## config.mk

```make
export PLATFORM = sky130hd
export DESIGN_NAME = sacl_loader
export DESIGN_NICKNAME = d
export VERILOG_FILES = /design/src/core/sacl_pkg.sv /design/src/core/sacl_strap.sv /design/src/core/sacl_loader.sv
export SDC_FILE = /design/constraint.sdc
export NUM_CORES = 1
export LEC_CHECK = 0
export BUFFER_PORTS_ARGS = -buffer_cell sky130_fd_sc_hd__buf_2
export CAP_MARGIN = 10
export CORE_MARGIN = 2
export CORE_UTILIZATION = 30
export DETAILED_ROUTE_END_ITERATION = 10
export PLACE_DENSITY = 0.45
export SETUP_SLACK_MARGIN = 0.02
export SLEW_MARGIN = 30
export SYNTH_ARGS = -nofsm -noshare
export SYNTH_HDL_FRONTEND = slang
export SYNTH_SLANG_ARGS = --single-unit
```

## constraint.sdc

```tcl
create_clock -name CLOCK -period 2.1 [get_ports CLOCK]
set_input_delay 0.21 -clock CLOCK [delete_from_list [all_inputs] [get_ports CLOCK]]
set_output_delay 0.21 -clock CLOCK [all_outputs]
set_load 0.02 [all_outputs]
```

## src/core/sacl_pkg.sv

```systemverilog
package sacl_pkg;

  // ----------------------------------------------------------------
  // register map
  // ----------------------------------------------------------------
  localparam logic [7:0] ADDR_PRESET_FIRST  = 8'h12;
  localparam logic [7:0] ADDR_PRESET_SECOND = 8'h14;
  localparam logic [7:0] ADDR_POWER_LEVEL   = 8'h29;
  localparam logic [7:0] ADDR_LOADER_STATUS = 8'h30;
  localparam logic [7:0] REG_CLEAR          = 8'h00;
  localparam logic [7:0] REG_ALL_PORTS      = 8'hff;
  localparam logic [7:0] LEVEL_LOW          = 8'h00;
  localparam logic [7:0] LEVEL_HIGH         = 8'h33;

  // ----------------------------------------------------------------
  // strap classes from the resistance front end
  // ----------------------------------------------------------------
  localparam logic [1:0] CLASS_OPEN     = 2'h0;
  localparam logic [1:0] CLASS_124K     = 2'h1;
  localparam logic [1:0] CLASS_62K      = 2'h2;

  // ----------------------------------------------------------------
  // timing and bus
  // ----------------------------------------------------------------
  localparam int         CLOCK_MHZ       = 25;
  localparam int         STRAP_SETTLE_US = 100;
  localparam int         STRAP_SETTLE_CYC = STRAP_SETTLE_US * CLOCK_MHZ;
  localparam logic [6:0] BUS_ADDR_DEFAULT = 7'h20;
  localparam int         PORTS           = 8;

  typedef struct packed {
    logic [7:0] first;
    logic [7:0] second;
    logic [7:0] level;
    logic       autonomous;
  } sacl_preset_t;

endpackage : sacl_pkg

```

## src/core/sacl_strap.sv

```systemverilog
`timescale 1ns/10ps
`default_nettype none
module sacl_strap
#(
  parameter int SETTLE_CYC = sacl_pkg::STRAP_SETTLE_CYC
) (
  input  wire logic              clock,
  input  wire logic              arst_n,
  input  wire logic [1:0]        strap_class_raw,
  output sacl_pkg::sacl_preset_t preset,
  output logic                   load,
  output logic                   done,
  output logic [1:0]             strap_class
);
  import sacl_pkg::*;
  // ----------------------------------------------------------------
  // class synchroniser and settle counter
  // ----------------------------------------------------------------
  logic [1:0]  class_meta;
  logic [1:0]  class_sync;
  logic [15:0] settle_cnt;

  always_ff @(posedge clock or negedge arst_n) begin
    if (!arst_n) begin
      class_meta <= CLASS_OPEN;
      class_sync <= CLASS_OPEN;
    end else begin
      class_meta <= strap_class_raw;
      class_sync <= class_meta;
    end
  end

  // only the power-on reset restarts this; later strap moves are ignored
  always_ff @(posedge clock or negedge arst_n) begin
    if (!arst_n) begin
      settle_cnt  <= 16'h0000;
      done        <= 1'b0;
      load        <= 1'b0;
      strap_class <= CLASS_OPEN;
    end else begin
      load <= 1'b0;
      if (!done) begin
        if (settle_cnt == 16'(SETTLE_CYC - 1)) begin
          done        <= 1'b1;
          load        <= 1'b1;
          strap_class <= class_sync;
        end else begin
          settle_cnt <= settle_cnt + 16'h0001;
        end
      end
    end
  end

  // ----------------------------------------------------------------
  // class decode; an unknown class is taken as open, the safe choice
  // ----------------------------------------------------------------
  always_comb begin
    preset = '{REG_CLEAR, REG_CLEAR, LEVEL_LOW, 1'b0};
    case (strap_class)
      CLASS_124K: preset = '{REG_ALL_PORTS, REG_ALL_PORTS, LEVEL_LOW, 1'b1};
      CLASS_62K:  preset = '{REG_ALL_PORTS, REG_ALL_PORTS, LEVEL_HIGH, 1'b1};
      default:    preset = '{REG_CLEAR, REG_CLEAR, LEVEL_LOW, 1'b0};
    endcase
  end

  a_strap_frozen: assert property (@(posedge clock) disable iff (!arst_n)
    done |=> $stable(strap_class) && done)
    else $error("strap class moved after latch");

  a_strap_once: assert property (@(posedge clock) disable iff (!arst_n)
    load |-> $past(!done) ##1 !load [*4])
    else $error("strap latched more than once");

endmodule : sacl_strap
`default_nettype wire

```

## src/core/sacl_loader.sv

```systemverilog
`timescale 1ns/10ps
`default_nettype none
module sacl_loader
#(
  parameter logic [6:0] BUS_ADDR   = sacl_pkg::BUS_ADDR_DEFAULT,
  parameter int         SETTLE_CYC = sacl_pkg::STRAP_SETTLE_CYC
) (
  input  wire logic                  CLOCK,
  input  wire logic                  ARST_N,
  input  wire logic                  HW_RESET_N,
  input  wire logic [1:0]            STRAP_CLASS,
  input  wire logic                  SCL_IN,
  input  wire logic                  SDA_IN,
  output logic                       SDA_OUT,
  output logic                       SDA_OE,
  output logic                       AUTO_MODE,
  output logic                       CONFIG_DONE,
  output logic [sacl_pkg::PORTS-1:0] PORT_ACTIVE,
  output logic [sacl_pkg::PORTS-1:0] PORT_HIGH
);
  import sacl_pkg::*;

  typedef enum logic [2:0] {
    ST_IDLE = 3'b000,
    ST_RX   = 3'b001,
    ST_ACK  = 3'b011,
    ST_TX   = 3'b010,
    ST_RACK = 3'b110
  } sacl_state_t;

  // ----------------------------------------------------------------
  // pin synchronisers
  // ----------------------------------------------------------------
  logic [1:0] hw_meta, hw_sync;
  logic [2:0] scl_s, sda_s;
  logic       hw_reset;

  always_ff @(posedge CLOCK or negedge ARST_N) begin
    if (!ARST_N) begin
      hw_meta <= 2'h3;
      hw_sync <= 2'h3;
      scl_s   <= 3'h7;
      sda_s   <= 3'h7;
    end else begin
      hw_meta <= {hw_meta[0], HW_RESET_N};
      hw_sync <= {hw_sync[0], hw_meta[1]};
      scl_s   <= {scl_s[1:0], SCL_IN};
      sda_s   <= {sda_s[1:0], SDA_IN};
    end
  end

  // stage 0 is the metastable flop; only stage 1 and 2 feed logic
  assign hw_reset = !hw_sync[1];
  wire scl_rise = scl_s[1] && !scl_s[2];
  wire scl_fall = !scl_s[1] && scl_s[2];
  wire bus_start = scl_s[1] && scl_s[2] && !sda_s[1] && sda_s[2];
  wire bus_stop  = scl_s[1] && scl_s[2] && sda_s[1] && !sda_s[2];

  // ----------------------------------------------------------------
  // strap loader
  // ----------------------------------------------------------------
  sacl_preset_t preset;
  logic         preset_load;
  logic         strap_done;
  logic [1:0]   strap_class;

  sacl_strap #(
    .SETTLE_CYC      (SETTLE_CYC)
  ) u_strap (
    .clock           (CLOCK),
    .arst_n          (ARST_N),
    .strap_class_raw (STRAP_CLASS),
    .preset          (preset),
    .load            (preset_load),
    .done            (strap_done),
    .strap_class     (strap_class)
  );

  // ----------------------------------------------------------------
  // serial register port
  // ----------------------------------------------------------------
  sacl_state_t state;
  logic [7:0]  rx_sh, tx_sh, ptr;
  logic [3:0]  bit_cnt;
  logic [1:0]  byte_idx;
  logic        read_op, ack_drive;
  logic        wr_en;
  logic [7:0]  wr_addr, wr_data;
  logic [7:0]  reg_first, reg_second, reg_level;
  logic        auto_mode;
  logic [7:0]  rd_data;

  always_comb begin
    case (ptr)
      ADDR_PRESET_FIRST:  rd_data = reg_first;
      ADDR_PRESET_SECOND: rd_data = reg_second;
      ADDR_POWER_LEVEL:   rd_data = reg_level;
      ADDR_LOADER_STATUS: rd_data = {4'h0, strap_class, auto_mode, strap_done};
      default:            rd_data = REG_CLEAR;
    endcase
  end

  // host access is refused until the strap is latched
  always_ff @(posedge CLOCK or negedge ARST_N) begin
    if (!ARST_N) begin
      state     <= ST_IDLE;
      rx_sh     <= 8'h00;
      tx_sh     <= 8'h00;
      ptr       <= 8'h00;
      bit_cnt   <= 4'h0;
      byte_idx  <= 2'h0;
      read_op   <= 1'b0;
      ack_drive <= 1'b0;
      wr_en     <= 1'b0;
      wr_addr   <= 8'h00;
      wr_data   <= 8'h00;
    end else begin
      wr_en <= 1'b0;
      if (bus_stop || !strap_done || hw_reset) begin
        state     <= ST_IDLE;
        ack_drive <= 1'b0;
      end else if (bus_start) begin
        state     <= ST_RX;
        bit_cnt   <= 4'h0;
        byte_idx  <= 2'h0;
        ack_drive <= 1'b0;
      end else begin
        case (state)
          ST_RX: begin
            if (scl_rise && bit_cnt != 4'h8) begin
              rx_sh   <= {rx_sh[6:0], sda_s[1]};
              bit_cnt <= bit_cnt + 4'h1;
            end else if (scl_fall && bit_cnt == 4'h8) begin
              state <= ST_ACK;
              if (byte_idx == 2'h0) begin
                read_op   <= rx_sh[0];
                ack_drive <= rx_sh[7:1] == BUS_ADDR;
                if (rx_sh[7:1] != BUS_ADDR) begin
                  state <= ST_IDLE;
                end
                byte_idx <= 2'h1;
              end else if (byte_idx == 2'h1) begin
                ptr       <= rx_sh;
                ack_drive <= 1'b1;
                byte_idx  <= 2'h2;
              end else begin
                wr_en     <= 1'b1;
                wr_addr   <= ptr;
                wr_data   <= rx_sh;
                ptr       <= ptr + 8'h01;
                ack_drive <= 1'b1;
              end
            end
          end
          ST_ACK: begin
            if (scl_fall) begin
              bit_cnt <= 4'h0;
              if (read_op) begin
                state     <= ST_TX;
                tx_sh     <= rd_data;
                ack_drive <= !rd_data[7];
              end else begin
                state     <= ST_RX;
                ack_drive <= 1'b0;
              end
            end
          end
          ST_TX: begin
            if (scl_fall) begin
              if (bit_cnt == 4'h7) begin
                state     <= ST_RACK;
                ack_drive <= 1'b0;
                ptr       <= ptr + 8'h01;
              end else begin
                tx_sh     <= {tx_sh[6:0], 1'b0};
                ack_drive <= !tx_sh[6];
                bit_cnt   <= bit_cnt + 4'h1;
              end
            end
          end
          ST_RACK: begin
            if (scl_rise && sda_s[1]) begin
              state <= ST_IDLE;
            end else if (scl_fall) begin
              state     <= ST_TX;
              bit_cnt   <= 4'h0;
              tx_sh     <= rd_data;
              ack_drive <= !rd_data[7];
            end
          end
          default: state <= ST_IDLE;
        endcase
      end
    end
  end

  // ----------------------------------------------------------------
  // preset registers
  // ----------------------------------------------------------------
  always_ff @(posedge CLOCK or negedge ARST_N) begin
    if (!ARST_N) begin
      reg_first  <= REG_CLEAR;
      reg_second <= REG_CLEAR;
      reg_level  <= REG_CLEAR;
      auto_mode  <= 1'b0;
    end else if (hw_reset) begin
      reg_first  <= REG_CLEAR;
      reg_second <= REG_CLEAR;
      reg_level  <= REG_CLEAR;
      auto_mode  <= 1'b0;
    end else if (preset_load) begin
      reg_first  <= preset.first;
      reg_second <= preset.second;
      reg_level  <= preset.level;
      auto_mode  <= preset.autonomous;
    end else if (wr_en) begin
      if (wr_addr == ADDR_PRESET_FIRST) begin
        reg_first <= wr_data;
      end
      if (wr_addr == ADDR_PRESET_SECOND) begin
        reg_second <= wr_data;
      end
      if (wr_addr == ADDR_POWER_LEVEL) begin
        reg_level <= wr_data;
      end
    end
  end

  // ----------------------------------------------------------------
  // port outputs
  // ----------------------------------------------------------------
  wire common_high = reg_level != LEVEL_LOW;

  for (genvar i = 0; i < PORTS; i++) begin : g_port
    always_ff @(posedge CLOCK or negedge ARST_N) begin
      if (!ARST_N) begin
        PORT_ACTIVE[i] <= 1'b0;
        PORT_HIGH[i]   <= 1'b0;
      end else begin
        PORT_ACTIVE[i] <= strap_done && !hw_reset && reg_first[i] && reg_second[i];
        PORT_HIGH[i]   <= auto_mode ? common_high : reg_level[i];
      end
    end
  end

  always_ff @(posedge CLOCK or negedge ARST_N) begin
    if (!ARST_N) begin
      SDA_OUT     <= 1'b0;
      SDA_OE      <= 1'b0;
      AUTO_MODE   <= 1'b0;
      CONFIG_DONE <= 1'b0;
    end else begin
      SDA_OUT     <= 1'b0;
      SDA_OE      <= ack_drive && (state == ST_ACK || state == ST_TX);
      AUTO_MODE   <= auto_mode;
      CONFIG_DONE <= strap_done;
    end
  end

  // ----------------------------------------------------------------
  // checks
  // ----------------------------------------------------------------
  a_no_port_early: assert property (@(posedge CLOCK) disable iff (!ARST_N)
    !strap_done |=> PORT_ACTIVE == '0)
    else $error("port active before strap latch");

  a_preset_values: assert property (@(posedge CLOCK) disable iff (!ARST_N)
    preset_load && !hw_reset && strap_class == CLASS_62K |=>
      reg_first == REG_ALL_PORTS && reg_second == REG_ALL_PORTS && reg_level == LEVEL_HIGH)
    else $error("62k preset not loaded");

  a_auto_uniform: assert property (@(posedge CLOCK) disable iff (!ARST_N)
    auto_mode |=> PORT_HIGH == '0 || PORT_HIGH == '1)
    else $error("ports differ in autonomous level");

  a_auto_runs: assert property (@(posedge CLOCK) disable iff (!ARST_N)
    preset_load && !hw_reset && preset.autonomous |=> ##1 PORT_ACTIVE == '1)
    else $error("autonomous ports did not start");

  a_hw_reset_off: assert property (@(posedge CLOCK) disable iff (!ARST_N)
    hw_reset |=> reg_first == REG_CLEAR && PORT_ACTIVE == '0 && !auto_mode)
    else $error("hardware reset left a port on");

  a_host_override: assert property (@(posedge CLOCK) disable iff (!ARST_N)
    wr_en && !hw_reset && !preset_load && wr_addr == ADDR_POWER_LEVEL |=>
      reg_level == $past(wr_data))
    else $error("host write lost");

  a_no_access_early: assert property (@(posedge CLOCK) disable iff (!ARST_N)
    !strap_done |-> !wr_en && state == ST_IDLE)
    else $error("host access before latch");

endmodule : sacl_loader
`default_nettype wire

```

[Word level (Yosys, flattened, before mapping)]
Index checks and enable logic that the tools add are counted.
Operators by class
  $add $sub $neg: 3
  eq/ne operators: 48
  mux-type cells: 86
  bitwise gates (word level): 7
  reduce and logical (&&, ||, !) cells: 62
Operator list (count)
  $mux W8: 18
  $pmux W25 S2: 1
  $mux W7: 6
  $eq A8 B5 Y1 const B: 4
  $ne A4 B4 Y1 const B: 8
  $pmux W8 S4: 1
  $mux W1: 31
  $logic_and A1 B1 Y1: 28
  $mux W3: 9
  $eq A8 B6 Y1 const B: 3
  $mux W4: 6
  $ne A2 B2 Y1 const B: 11
  $pmux W7 S3: 1
  $mux W2: 9
  $reduce_and A6 Y1: 3
  $add A16 B1 Y16 const B: 1
  $eq A16 B12 Y1 const B: 1
  $pmux W4 S4: 1
  $pmux W8 S2: 1
  $reduce_and A7 Y1: 2
  $ne A3 B1 Y1 const B: 4
  $ne A3 B3 Y1 const B: 4
  $pmux W3 S4: 1
  $reduce_and A2 Y1: 5
  27 further kinds: 47
Word-level totals
  register bits: 129
  input bits: 7
  output and inout port bits: 20
  logic and storage cells: 250

[Depth between registers and ports, before layout]
Gate-level depths: netlist of the first run.
  depth in word-level cells: 8
  mapped depth: 8
  gate-level depth less buffers: 7

[Hierarchy]
Synthesis of the first run repeated with hierarchy kept, for this count alone.
Unflattened totals
  cells, all modules: 609
  area total of the unflattened synthesis: 6511.2 um2
Modules (own cells, without submodules)
  sacl_loader: instances 1, cells an instance 500, area each 5286.3 um2, sequential area each 2640.0 um2
  sacl_strap: instances 1, cells an instance 109, area each 1224.9 um2, sequential area each 600.6 um2

[Worst setup path before layout of the first run]
Ideal clock, no wire load.
  path type: reg2reg
  start point: register bit_cnt[0]
  end point: register tx_sh[0]
  setup time: 0.125 ns
  data arrival time: 2.090 ns
  required time: 1.975 ns
  setup slack: -0.114 ns
  stages on the path, launching flop included: 6
  path buffers: 0
  period minus slack after synthesis: 2.214 ns
  cells stage by stage: dfrtp_1 > ha_1 > and4bb_1 > or3_4 > a2111oi_4 > mux2_2
Between the ends
  longest elaborated chain between the ends: 3
RTL lines
  start: declaration: line sacl_loader.sv:84  | logic [3:0] bit_cnt;
  start signal: assignment: line sacl_loader.sv:132  | bit_cnt <= bit_cnt + 4'h1;
  start signal: assignment: line sacl_loader.sv:177  | bit_cnt <= bit_cnt + 4'h1;
  $eq A4 B3 Y1: line sacl_loader.sv:170  | if (bit_cnt == 4'h7) begin
  $ne A2 B2 Y1 (no source line)
  $reduce_and A9 Y1 (no source line)
  end signal: assignment: line sacl_loader.sv:160  | tx_sh <= rd_data;
  end signal: assignment: line sacl_loader.sv:175  | tx_sh <= {tx_sh[6:0], 1'b0};
  end signal: assignment: line sacl_loader.sv:187  | tx_sh <= rd_data;
  end: declaration: line sacl_loader.sv:83  | logic [7:0] rx_sh, tx_sh, ptr;
No other way between the ends.
A chain may end at the register's enable or synchronous reset.

[Worst setup path in the final report of the first run]
  start point: register ptr[1]
  end point: register tx_sh[3]
Between the ends
  longest elaborated chain between the ends: 5
  elaborated cells on any way between the ends: 10
  classes of those cells: eq/ne (4); mux (6)
RTL lines
  start: declaration: line sacl_loader.sv:83
  start signal: assignment: line sacl_loader.sv:143  | ptr <= rx_sh;
  start signal: assignment: line sacl_loader.sv:150  | ptr <= ptr + 8'h01;
  start signal: assignment: line sacl_loader.sv:173  | ptr <= ptr + 8'h01;
  $eq A8 B6 Y1 / $eq A8 B5 Y1 (equally long branches): line sacl_loader.sv:94  | case (ptr)
  $pmux W8 S4 *: line sacl_loader.sv:94
  $mux W7 (on tied branches): line sacl_loader.sv:184, sacl_loader.sv:158
  $mux W7 (on tied branches): line sacl_loader.sv:182, sacl_loader.sv:156
  $pmux W7 S3 *: line sacl_loader.sv:128  | case (state)
Every way passes the cells marked *; elsewhere a longest branch is shown, timed or not. The select of a mux whose other input is x is not followed.

==> results of run 1 <==
-- layout by cell type, fill, tap and decap left out, drive strengths merged, types with 11 or more instances in the layout --
cell type and instances:
nor2 30, nand2 57, buf 95, a22o 11, mux2 33, nand3 13, dfrtp 119, a21oi 21
clkbuf 18, o21ai 48, inv 21, and3 12
-- registers in the layout, summed over array words and instances, names as in the netlist, 4 cells and up --
register	count
reg_level	8
PORT_ACTIVE	8
wr_addr	8
ptr	8
PORT_HIGH	8
wr_data	8
reg_first	8
reg_second	8
u_strap.settle_cnt	16
bit_cnt	4
rx_sh	8
tx_sh	7
-- cell families after synthesis --
kind of cell | share of synthesized area [%]
AOI/OAI and AO/OA | 14.4
DFF | 54.2
buffers and inverters | 2.74
and+or+nand+nor | 16.3
xor gates and xnor gates | 2.34
other | 0.0627
muxes | 8.39
adders and majority gates | 1.67
-- metal layers --
| metal | routed length, um | GRT usage (%) |
|---|---|---|
| met4 | 333 | 5.78 |
| met3 | 657 | 4.18 |
| met2 | 7110 | 23.6 |
| met5 | 0 | 0 |
| met1 | 7350 | 20.3 |
-- worst max-delay path: stages (launching register included) --
cell and delay (ns):
dfrtp_1 0.37, inv_1 0.07, ha_1 0.21, and2_1 0.21, a22o_1 0.19, a222oi_1 0.43
buf_4 0.19, o21ai_0 0.07, mux2_2 0.26
-- through the flow --
| stage | cells | instance area [um2] |
|---|---|---|
| 3_3_place_gp | 876 | 6890 |
| 5_1_grt | 918 | 7680 |
| 6_report | 918 | 7680 |
| 3_5_place_dp | 876 | 6890 |
| 4_1_cts | 915 | 7590 |
| 2_1_floorplan | 541 | 5990 |
-- report_power, final --
group,internal (W),leakage [nW],switching (W),total (W)
clock network,0.00189,0.296,0.00119,0.00308
logic,0.0000345,1.56,0.0000848,0.000119
registers,0.00251,1.74,0.00000918,0.00252
total,0.00443,3.60,0.00128,0.00571
-- path summary, 6_finish.rpt --
| path | end | depth (start not counted) | startpoint |
|---|---|---|---|
| min in group CLOCK | u_strap.class_sync[0] | 0 | u_strap.class_meta[0] |
| max in group asynchronous | scl_s[0] | 3 | ARST_N |
| max reg2reg | tx_sh[3] | 8 | ptr[1] |
| min reg2reg | u_strap.class_sync[0] | 0 | u_strap.class_meta[0] |
| max | tx_sh[3] | 8 | ptr[1] |
| min | u_strap.settle_cnt[14] | 2 | ARST_N |
-- what timing repair did --
item / 4_1_cts / 5_1_grt
resized for setup: 4 / 21
buffers inserted: 1 / 2
hold buffers: 6 / 0
endpoints found under the hold margin: 49 / 0
pin swaps: 0 / 5
cloned: 0 / 1
endpoints found under the setup margin: 17 / 26
-- cell type report --
class                   instances  area (um2)  share of cell area (%)
flip-flops and latches        129        3240                    42.2
multi-input cells             376        2690                    35.0
repair buffers                101         758                    9.87
clock buffers                  18         429                    5.59
well taps                     265         332                    4.32
clock inverters                14         178                    2.31
inverters                      15        56.3                   0.733
==> results.cfg, run 1 <==
[global_routing]
antenna_found_initial = 0
largest_net_degree_at_the_start_of_global_routing = 51
global_route.usage.total_pct = 15.2
grt_pass1_vias = 4680
grt.overflow.total = 0
grt_pass1_wl_um = 25200

[drt]
antenna_left = 0
number_of_iterations_in_the_first_detailed_routing_pass = 4
drt_first_iter_violations = 350
drc_violations_left = 0
wl_per_cell_um = 16.8
drt-total-wl_um = 15400
avgViaCountPerCell = 4.93
routed-via-count = 4523

[job]
max_cap_viol_count = 0

[finish]
synthToLayoutAreaGrowth_pct = 28.4
fillers = 1969
num_antenna_cells = 0
number_of_nets_in_the_finished_design = 655
drive_gt1_share_pct = 30.5
layout.core_utilization_pct = 39.3

[power]
totalPowerFinal_w = 0.00571
power.leakage_nw = 3.60
power.ir.vdd_worst_uv = 516
power.density_cell_area_mw_per_mm2 = 744

[sta]
timing.hold.ws_ns = 0.297
fin_crit_ns = 2.10
final_critical_path_setup_slack_ns = -0.00427
slew_violations = 0
fin_skew_ns = 0.00778
unrepaired_setup_endpoints_after_global_routing = true
tightestPinTransition_ns = 0.515
clock.fmax_ghz = 0.475
finalHoldViolations = 0
relSlewSlack_pct = 65.3
final_min_period_over_clock_period_pct = 100
setup_tns_ns = -0.00427
final-setup-viol-count = 1

[outcome]
run_status = finished with violations
violations = setup timing

[synth]
synthMostInstantiatedCell = dfrtp_1
yosysSeqAreaShare_pct = 54.2
synth-edff-count = 0
yosysWarningCount = 0
synth.top_cells.by_area = dfrtp_1 50%, mux2_2 4.7%, dfstp_2 4.4%, o21ai_0 4.0%, nand2_1 3.5%
netlist.area_leader.share_pct = 49.8
async_set_or_reset_flop_fraction_in_the_synthesized_netlist_pct = 100
dominantRegCellSynth = dfrtp_1
ys_ff_latch = 129
netlist_area_mm2 = 0.00598
post_synth_most_frequent_cells = 119 x dfrtp_1, 55 x nand2_1, 48 x o21ai_0
synth_cell_type_count = 74
postSynthAreaPerCell_um2 = 11.1
synth_top_area_cell = dfrtp_1
synth.net_count = 556
synth_cells = 541

[clock_network]
cts.sink_count = 129
ctsHtreeMaxLevel = 4
worstSkewPairLatency_ns = 0.42
clkTransAtPathRegs_ns = 0.06
tritoncts = built
num_cts_buffers = 17
cts_root_buf = clkbuf_16
ctsLongestPathBuffers = 2

[die]
fp.coreArea_mm2 = 0.0195
num_io_pins = 27
start_util_pct = 30.6
die_area_mm2 = 0.0211
die_x_um = 145
rows = 51
die_height_um = 145

[min_path]
hold_path_class = in2async

[setup_path]
cp.arrival_ns = 2.41
critPathMaxFanout = 4
timing.critical_path.from_type = flip-flop
timing.critical_path.required_ns = 2.41
timing.setup.critical_path_class = reg2reg
setup.reg_to_reg.worst_slack_ns = -0.004
timing.critical_path.to_type = flip-flop

[placed_design]
routabilityCongestion = 0.865
post-dp-hpwl_um = 11000
dp_worst_setup_slack_ns = -0.117
numPortBuffers = 25
(Power assumes the default switching activity.)
==> inputs of run 2 (changes only) <==
--- a/config.mk
+++ b/config.mk
@@ -7,12 +7,12 @@
 export LEC_CHECK = 0
 export BUFFER_PORTS_ARGS = -buffer_cell sky130_fd_sc_hd__buf_2
 export CAP_MARGIN = 10
-export CORE_MARGIN = 2
+export CORE_ASPECT_RATIO = 0.6
+export CORE_MARGIN = 1.5
 export CORE_UTILIZATION = 30
 export DETAILED_ROUTE_END_ITERATION = 10
 export PLACE_DENSITY = 0.45
 export SETUP_SLACK_MARGIN = 0.02
-export SLEW_MARGIN = 30
 export SYNTH_ARGS = -nofsm -noshare
 export SYNTH_HDL_FRONTEND = slang
 export SYNTH_SLANG_ARGS = --single-unit
==> run 2 against run 1 <==
  * The run now ends clean
  * Wire length up 1.4%
  * Global-route usage up 1.1 points
  * Combinational power up 11%
  * Via count up 2.0%
  * Largest cell class unchanged
  * Largest power group unchanged
==> results.cfg, run 2 (synthesis gave the netlist of run 1 again) <==
[setup_path]
regToRegEndpoint = tx_sh[2]
critPathMaxFanout = 7
timing.setup.critical_path_class = reg2reg
setup.reg_to_reg.worst_slack_ns = 0.01
timing.critical_path.required_ns = 2.40
timing.critical_path.to_type = flip-flop
r2r_start = bit_cnt[1]
cp.arrival_ns = 2.39
worst-r2r-cell-count = 6
timing.critical_path.from_type = flip-flop

[finish]
num_antenna_cells = 0
fillers = 1835
number_of_nets_in_the_finished_design = 656
final_common_cell = dfrtp_1
area.sequential_mm2 = 0.00324
layout.cells.most_common_list = 117 x dfrtp_1, 67 x buf_4, 55 x nand2_1, 41 x o21ai_0, 27 x nor2_1
drive_gt1_share_pct = 32.1
multiInputGateArea_mm2 = 0.00273
top_register = u_strap.settle_cnt
synthToLayoutAreaGrowth_pct = 29.5
largest_reg_flops = 16

[global_routing]
grt_pass1_wl_um = 25800
grt_pass1_vias = 4522
grt.overflow.total = 0
largest_net_degree_at_the_start_of_global_routing = 59
global_route.usage.total_pct = 16.4
antenna_found_initial = 0

[sta]
fin_crit_ns = 2.09
finalHoldViolations = 0
relSlewSlack_pct = 55.8
clock.fmax_ghz = 0.479
tightestPinTransition_ns = 0.656
final_min_period_over_clock_period_pct = 99.4
final-setup-viol-count = 0
fin_skew_ns = 0.00827
timing.hold.ws_ns = 0.320
unrepaired_setup_endpoints_after_global_routing = true
slew_violations = 0

[power]
share_of_power_burned_in_registers_pct = 44.0
power.leakage_nw = 3.63
switchingPower_w = 0.00123
totalPowerFinal_w = 0.00572
power.ir.vdd_worst_uv = 628
clock_power_share_pct = 53.6
netSwitchingFraction_pct = 21.5
cellInternalPower_w = 0.00449
power.density_cell_area_mw_per_mm2 = 737
share_comb_of_total_power_pct = 2.3

[die]
rows = 39
fp.coreArea_mm2 = 0.0193
die_x_um = 185
die_area_mm2 = 0.0208
start_util_pct = 31.0
num_io_pins = 27
die_height_um = 112

[drt]
route.met2.wl_um = 5870
route.layer.met1.wl_um = 8710
wl_per_cell_um = 17.0
drt-total-wl_um = 15700
number_of_iterations_in_the_first_detailed_routing_pass = 4
routed-via-count = 4612
drc_violations_left = 0
avgViaCountPerCell = 5.01
detailroute.wirelength.met3_um = 914
antenna_left = 0
drt_first_iter_violations = 330
highest_layer = met4

[min_path]
hold_path_class = in2async

[placed_design]
numPortBuffers = 25
post-dp-hpwl_um = 11700
routabilityCongestion = 0.889

[outcome]
run_status = finished, final reports clean

[clock_network]
cts_root_buf = clkbuf_16
worstSkewPairLatency_ns = 0.42
tritoncts = built
ctsHtreeMaxLevel = 4
num_cts_buffers = 17
ctsLongestPathBuffers = 2
cts.sink_count = 129
clkTransAtPathRegs_ns = 0.06

[job]
max_cap_viol_count = 0
[run 2: cell count changes in the layout (fill, tap and decap cells not counted), moves of 3 or more]
cell	before	now
o21ai_0	44	41
inv_6	6	2
o21ai_1	2	7
mux2_2	24	18
mux2_4	9	15
[run 2: timing repair]
action / CTS / global route
endpoints found under the setup margin: 14 / 27
pin swaps: 2 / 4
hold endpoints to repair: 59 / 0
hold buffers: 6 / 0
buffers inserted: 3 / 3
gates resized for setup: 13 / 32
[run 2: how the worst max path moves through the flow]
| stage | start | to | slack (ns) | depth (start not counted) |
|---|---|---|---|---|
| 5_1_grt | bit_cnt[1] | tx_sh[5] | -0.05 | 6 |
| 6_report | bit_cnt[1] | tx_sh[2] | 0.01 | 6 |
| 3_3_place_gp | rx_sh[4] | state[1] | -0.03 | 6 |
| 3_5_place_dp | bit_cnt[0] | tx_sh[2] | -0.04 | 6 |
| 4_1_cts | bit_cnt[1] | tx_sh[2] | 0.01 | 6 |
| 2_1_floorplan | bit_cnt[0] | tx_sh[0] | -0.04 | 5 |
[run 2: power by group through the flow]
| stage | clock [W] | sequential, W | combinational, W |
|---|---|---|---|
| finish | 0.00307 | 0.00252 | 0.000132 |
| global route | 0.00327 | 0.00252 | 0.000151 |
| global placement | 0 | 0.00256 | 0.000119 |
| detailed placement | 0 | 0.00256 | 0.000121 |
| CTS | 0.00315 | 0.00252 | 0.000133 |
| floorplan | 0 | 0.00256 | 0.0000306 |
[run 2: area by class of cell]
type / count / area share [%]
flip-flops and latches: 129 / 41.8
multi-input cells: 375 / 35.2
repair buffers: 103 / 10.0
clock buffers: 20 / 5.89
well taps: 266 / 4.29
clock inverters: 12 / 2.02
inverters: 15 / 0.726
[run 2: metrics by stage]
stage	cells	worst slack, ns	setup TNS, ns	instance area [um2]	util [%]
floorplan	541	-0.0408	-0.245	5990	-
global placement	876	-0.0303	-0.235	6880	35.7
detailed placement	876	-0.0376	-0.213	6880	35.7
CTS	917	0.0114	0	7620	39.6
global route	920	-0.0472	-0.310	7750	40.2
finish	920	0.0117	0	7750	40.2
[run 2: per-layer routing]
metal / GRT usage (%) / vias to the layer above
li1: - / 2174
met1: 26.4 / 2312
met3: 5.16 / 11
met5: 0 / -
met2: 20.0 / 115
met4: 4.77 / 0
[run 2: worst max-delay path, cell delays in order (launching register included)]
cell       delay (ns)
dfrtp_1          0.39
ha_2             0.21
and4bb_1         0.21
or3_4            0.34
a2111oi_4        0.31
buf_6            0.20
mux2_4           0.31
==> inputs of run 3 (changes only) <==
--- a/config.mk
+++ b/config.mk
@@ -12,6 +12,7 @@
 export CORE_UTILIZATION = 30
 export DETAILED_ROUTE_END_ITERATION = 10
 export PLACE_DENSITY = 0.45
+export RECOVER_POWER = 25
 export SETUP_SLACK_MARGIN = 0.02
 export SYNTH_ARGS = -nofsm -noshare
 export SYNTH_HDL_FRONTEND = slang
==> run 3 against run 2 <==
  * Combinational power about the same
  * Sequential cell count unchanged
  * Sequential share of layout area about the same
  * Fmax unchanged
  * Cell area about the same
  * Clock-buffer cell count unchanged
  * First-iteration DRC count down 0.91%
  * Die area unchanged
==> results.cfg, run 3 (synthesis gave the netlist of run 1 again) <==
[job]
max_cap_viol_count = 0

[finish]
layout.cells.most_common_list = 117 x dfrtp_1, 66 x buf_4, 55 x nand2_1, 41 x o21ai_0, 27 x nor2_1
synthToLayoutAreaGrowth_pct = 29.5
layout.core_utilization_pct = 40.2
num_antenna_cells = 0
number_of_nets_in_the_finished_design = 656
fillers = 1834
largest_reg_flops = 16
top_register = u_strap.settle_cnt
final_common_cell = dfrtp_1
drive_gt1_share_pct = 32.0

[clock_network]
tritoncts = built
ctsHtreeMaxLevel = 4
clkTransAtPathRegs_ns = 0.06
worstSkewPairLatency_ns = 0.42
cts_root_buf = clkbuf_16
cts.sink_count = 129
ctsLongestPathBuffers = 2
num_cts_buffers = 17

[outcome]
run_status = finished, final reports clean

[drt]
wl_per_cell_um = 17.0
number_of_iterations_in_the_first_detailed_routing_pass = 4
antenna_left = 0
drt-total-wl_um = 15700
routed-via-count = 4610
drt_first_iter_violations = 327
drc_violations_left = 0
avgViaCountPerCell = 5.01

[die]
die_area_mm2 = 0.0208
rows = 39
die_x_um = 185
start_util_pct = 31.0
num_io_pins = 27
die_height_um = 112
fp.coreArea_mm2 = 0.0193

[power]
power.ir.vdd_worst_uv = 629
share_of_power_burned_in_registers_pct = 44.0
share_comb_of_total_power_pct = 2.3
clock_power_share_pct = 53.7
cellInternalPower_w = 0.00449
netSwitchingFraction_pct = 21.5
switchingPower_w = 0.00123
power.density_cell_area_mw_per_mm2 = 738
power.leakage_nw = 3.62

[sta]
clock.fmax_ghz = 0.479
fin_crit_ns = 2.09
final-setup-viol-count = 0
relSlewSlack_pct = 55.8
unrepaired_setup_endpoints_after_global_routing = true
fin_skew_ns = 0.00754
tightestPinTransition_ns = 0.656
final_min_period_over_clock_period_pct = 99.4
slew_violations = 0
final_critical_path_setup_slack_ns = 0.0117
setup_tns_ns = 0
finalHoldViolations = 0

[setup_path]
critPathMaxFanout = 7
timing.critical_path.from_type = flip-flop
cp.arrival_ns = 2.39
timing.setup.critical_path_class = reg2reg
timing.critical_path.required_ns = 2.40
timing.critical_path.to_type = flip-flop

[global_routing]
largest_net_degree_at_the_start_of_global_routing = 59
grt_pass1_wl_um = 25800
grt.overflow.total = 0
antenna_found_initial = 0
global_route.usage.total_pct = 16.4
grt_pass1_vias = 4522

[placed_design]
numPortBuffers = 25
dp_worst_setup_slack_ns = -0.0376
routabilityCongestion = 0.889
post-dp-hpwl_um = 11700

[min_path]
hold_path_class = in2async
[run 3: cell types whose count changed in the layout (fill, tap and decap cells not counted), sizes merged]
cell	change
buf	-1
clkbuf	+1
[run 3: routing by layer]
layer	up-vias	GRT usage, %	wire, um	part of all wire, %
met4	0	4.77	140	0.89
met1	2306	26.4	8720	56
met2	121	20.0	5870	38
li1	2173	-	-	-
met5	-	0	0	0
met3	10	5.16	922	5.9
[run 3: through the flow]
step / total power [W] / std cells / hold slack (ns) / area, um2
4_1_cts: 0.00580 / 917 / 0.325 / 7620
3_3_place_gp: 0.00268 / 876 / 0.203 / 6880
6_report: 0.00572 / 920 / 0.318 / 7750
5_1_grt: 0.00594 / 920 / 0.357 / 7750
2_1_floorplan: 0.00259 / 541 / -0.0856 / 5990
3_5_place_dp: 0.00268 / 876 / 0.210 / 6880
[run 3: final cells by class]
class                   instances  area [um2]  area share, %
multi-input cells             375        2730           35.2
inverters                      15        56.3          0.727
repair buffers                103         773           9.98
flip-flops and latches        129        3240           41.9
well taps                     266         333           4.30
clock inverters                12         156           2.02
clock buffers                  20         457           5.89
[run 3: power by group through the flow]
stage / clock, W / sequential [W] / combinational, W
global placement: 0 / 0.00256 / 0.000119
finish: 0.00307 / 0.00252 / 0.000132
floorplan: 0 / 0.00256 / 0.0000306
global route: 0.00327 / 0.00252 / 0.000151
CTS: 0.00315 / 0.00252 / 0.000133
detailed placement: 0 / 0.00256 / 0.000121
[run 3: timing repair]
item / in CTS / in global routing
endpoints found under the hold margin: 59 / 0
resized for setup: 13 / 32
pin swaps: 2 / 4
buffers inserted: 3 / 3
hold buffers: 6 / 0
endpoints found under the setup margin: 14 / 27
[run 3: worst max-delay path, stage by stage (launching register included)]
cell	delay, ns
dfrtp_1	0.39
ha_2	0.21
and4bb_1	0.21
or3_4	0.34
a2111oi_4	0.31
buf_6	0.20
mux2_4	0.31
[run 3: final timing paths]
check / startpoint / to / slack (ns) / cells after the start
max reg2reg: bit_cnt[1] / tx_sh[2] / 0.01 / 6
min in group CLOCK: hw_sync[0] / hw_sync[1] / 0.35 / 0
max in group asynchronous: ARST_N / state[0] / 1.07 / 3
min reg2reg: hw_sync[0] / hw_sync[1] / 0.35 / 0
min: ARST_N / u_strap.settle_cnt[2] / 0.32 / 2
max: bit_cnt[1] / tx_sh[2] / 0.01 / 6
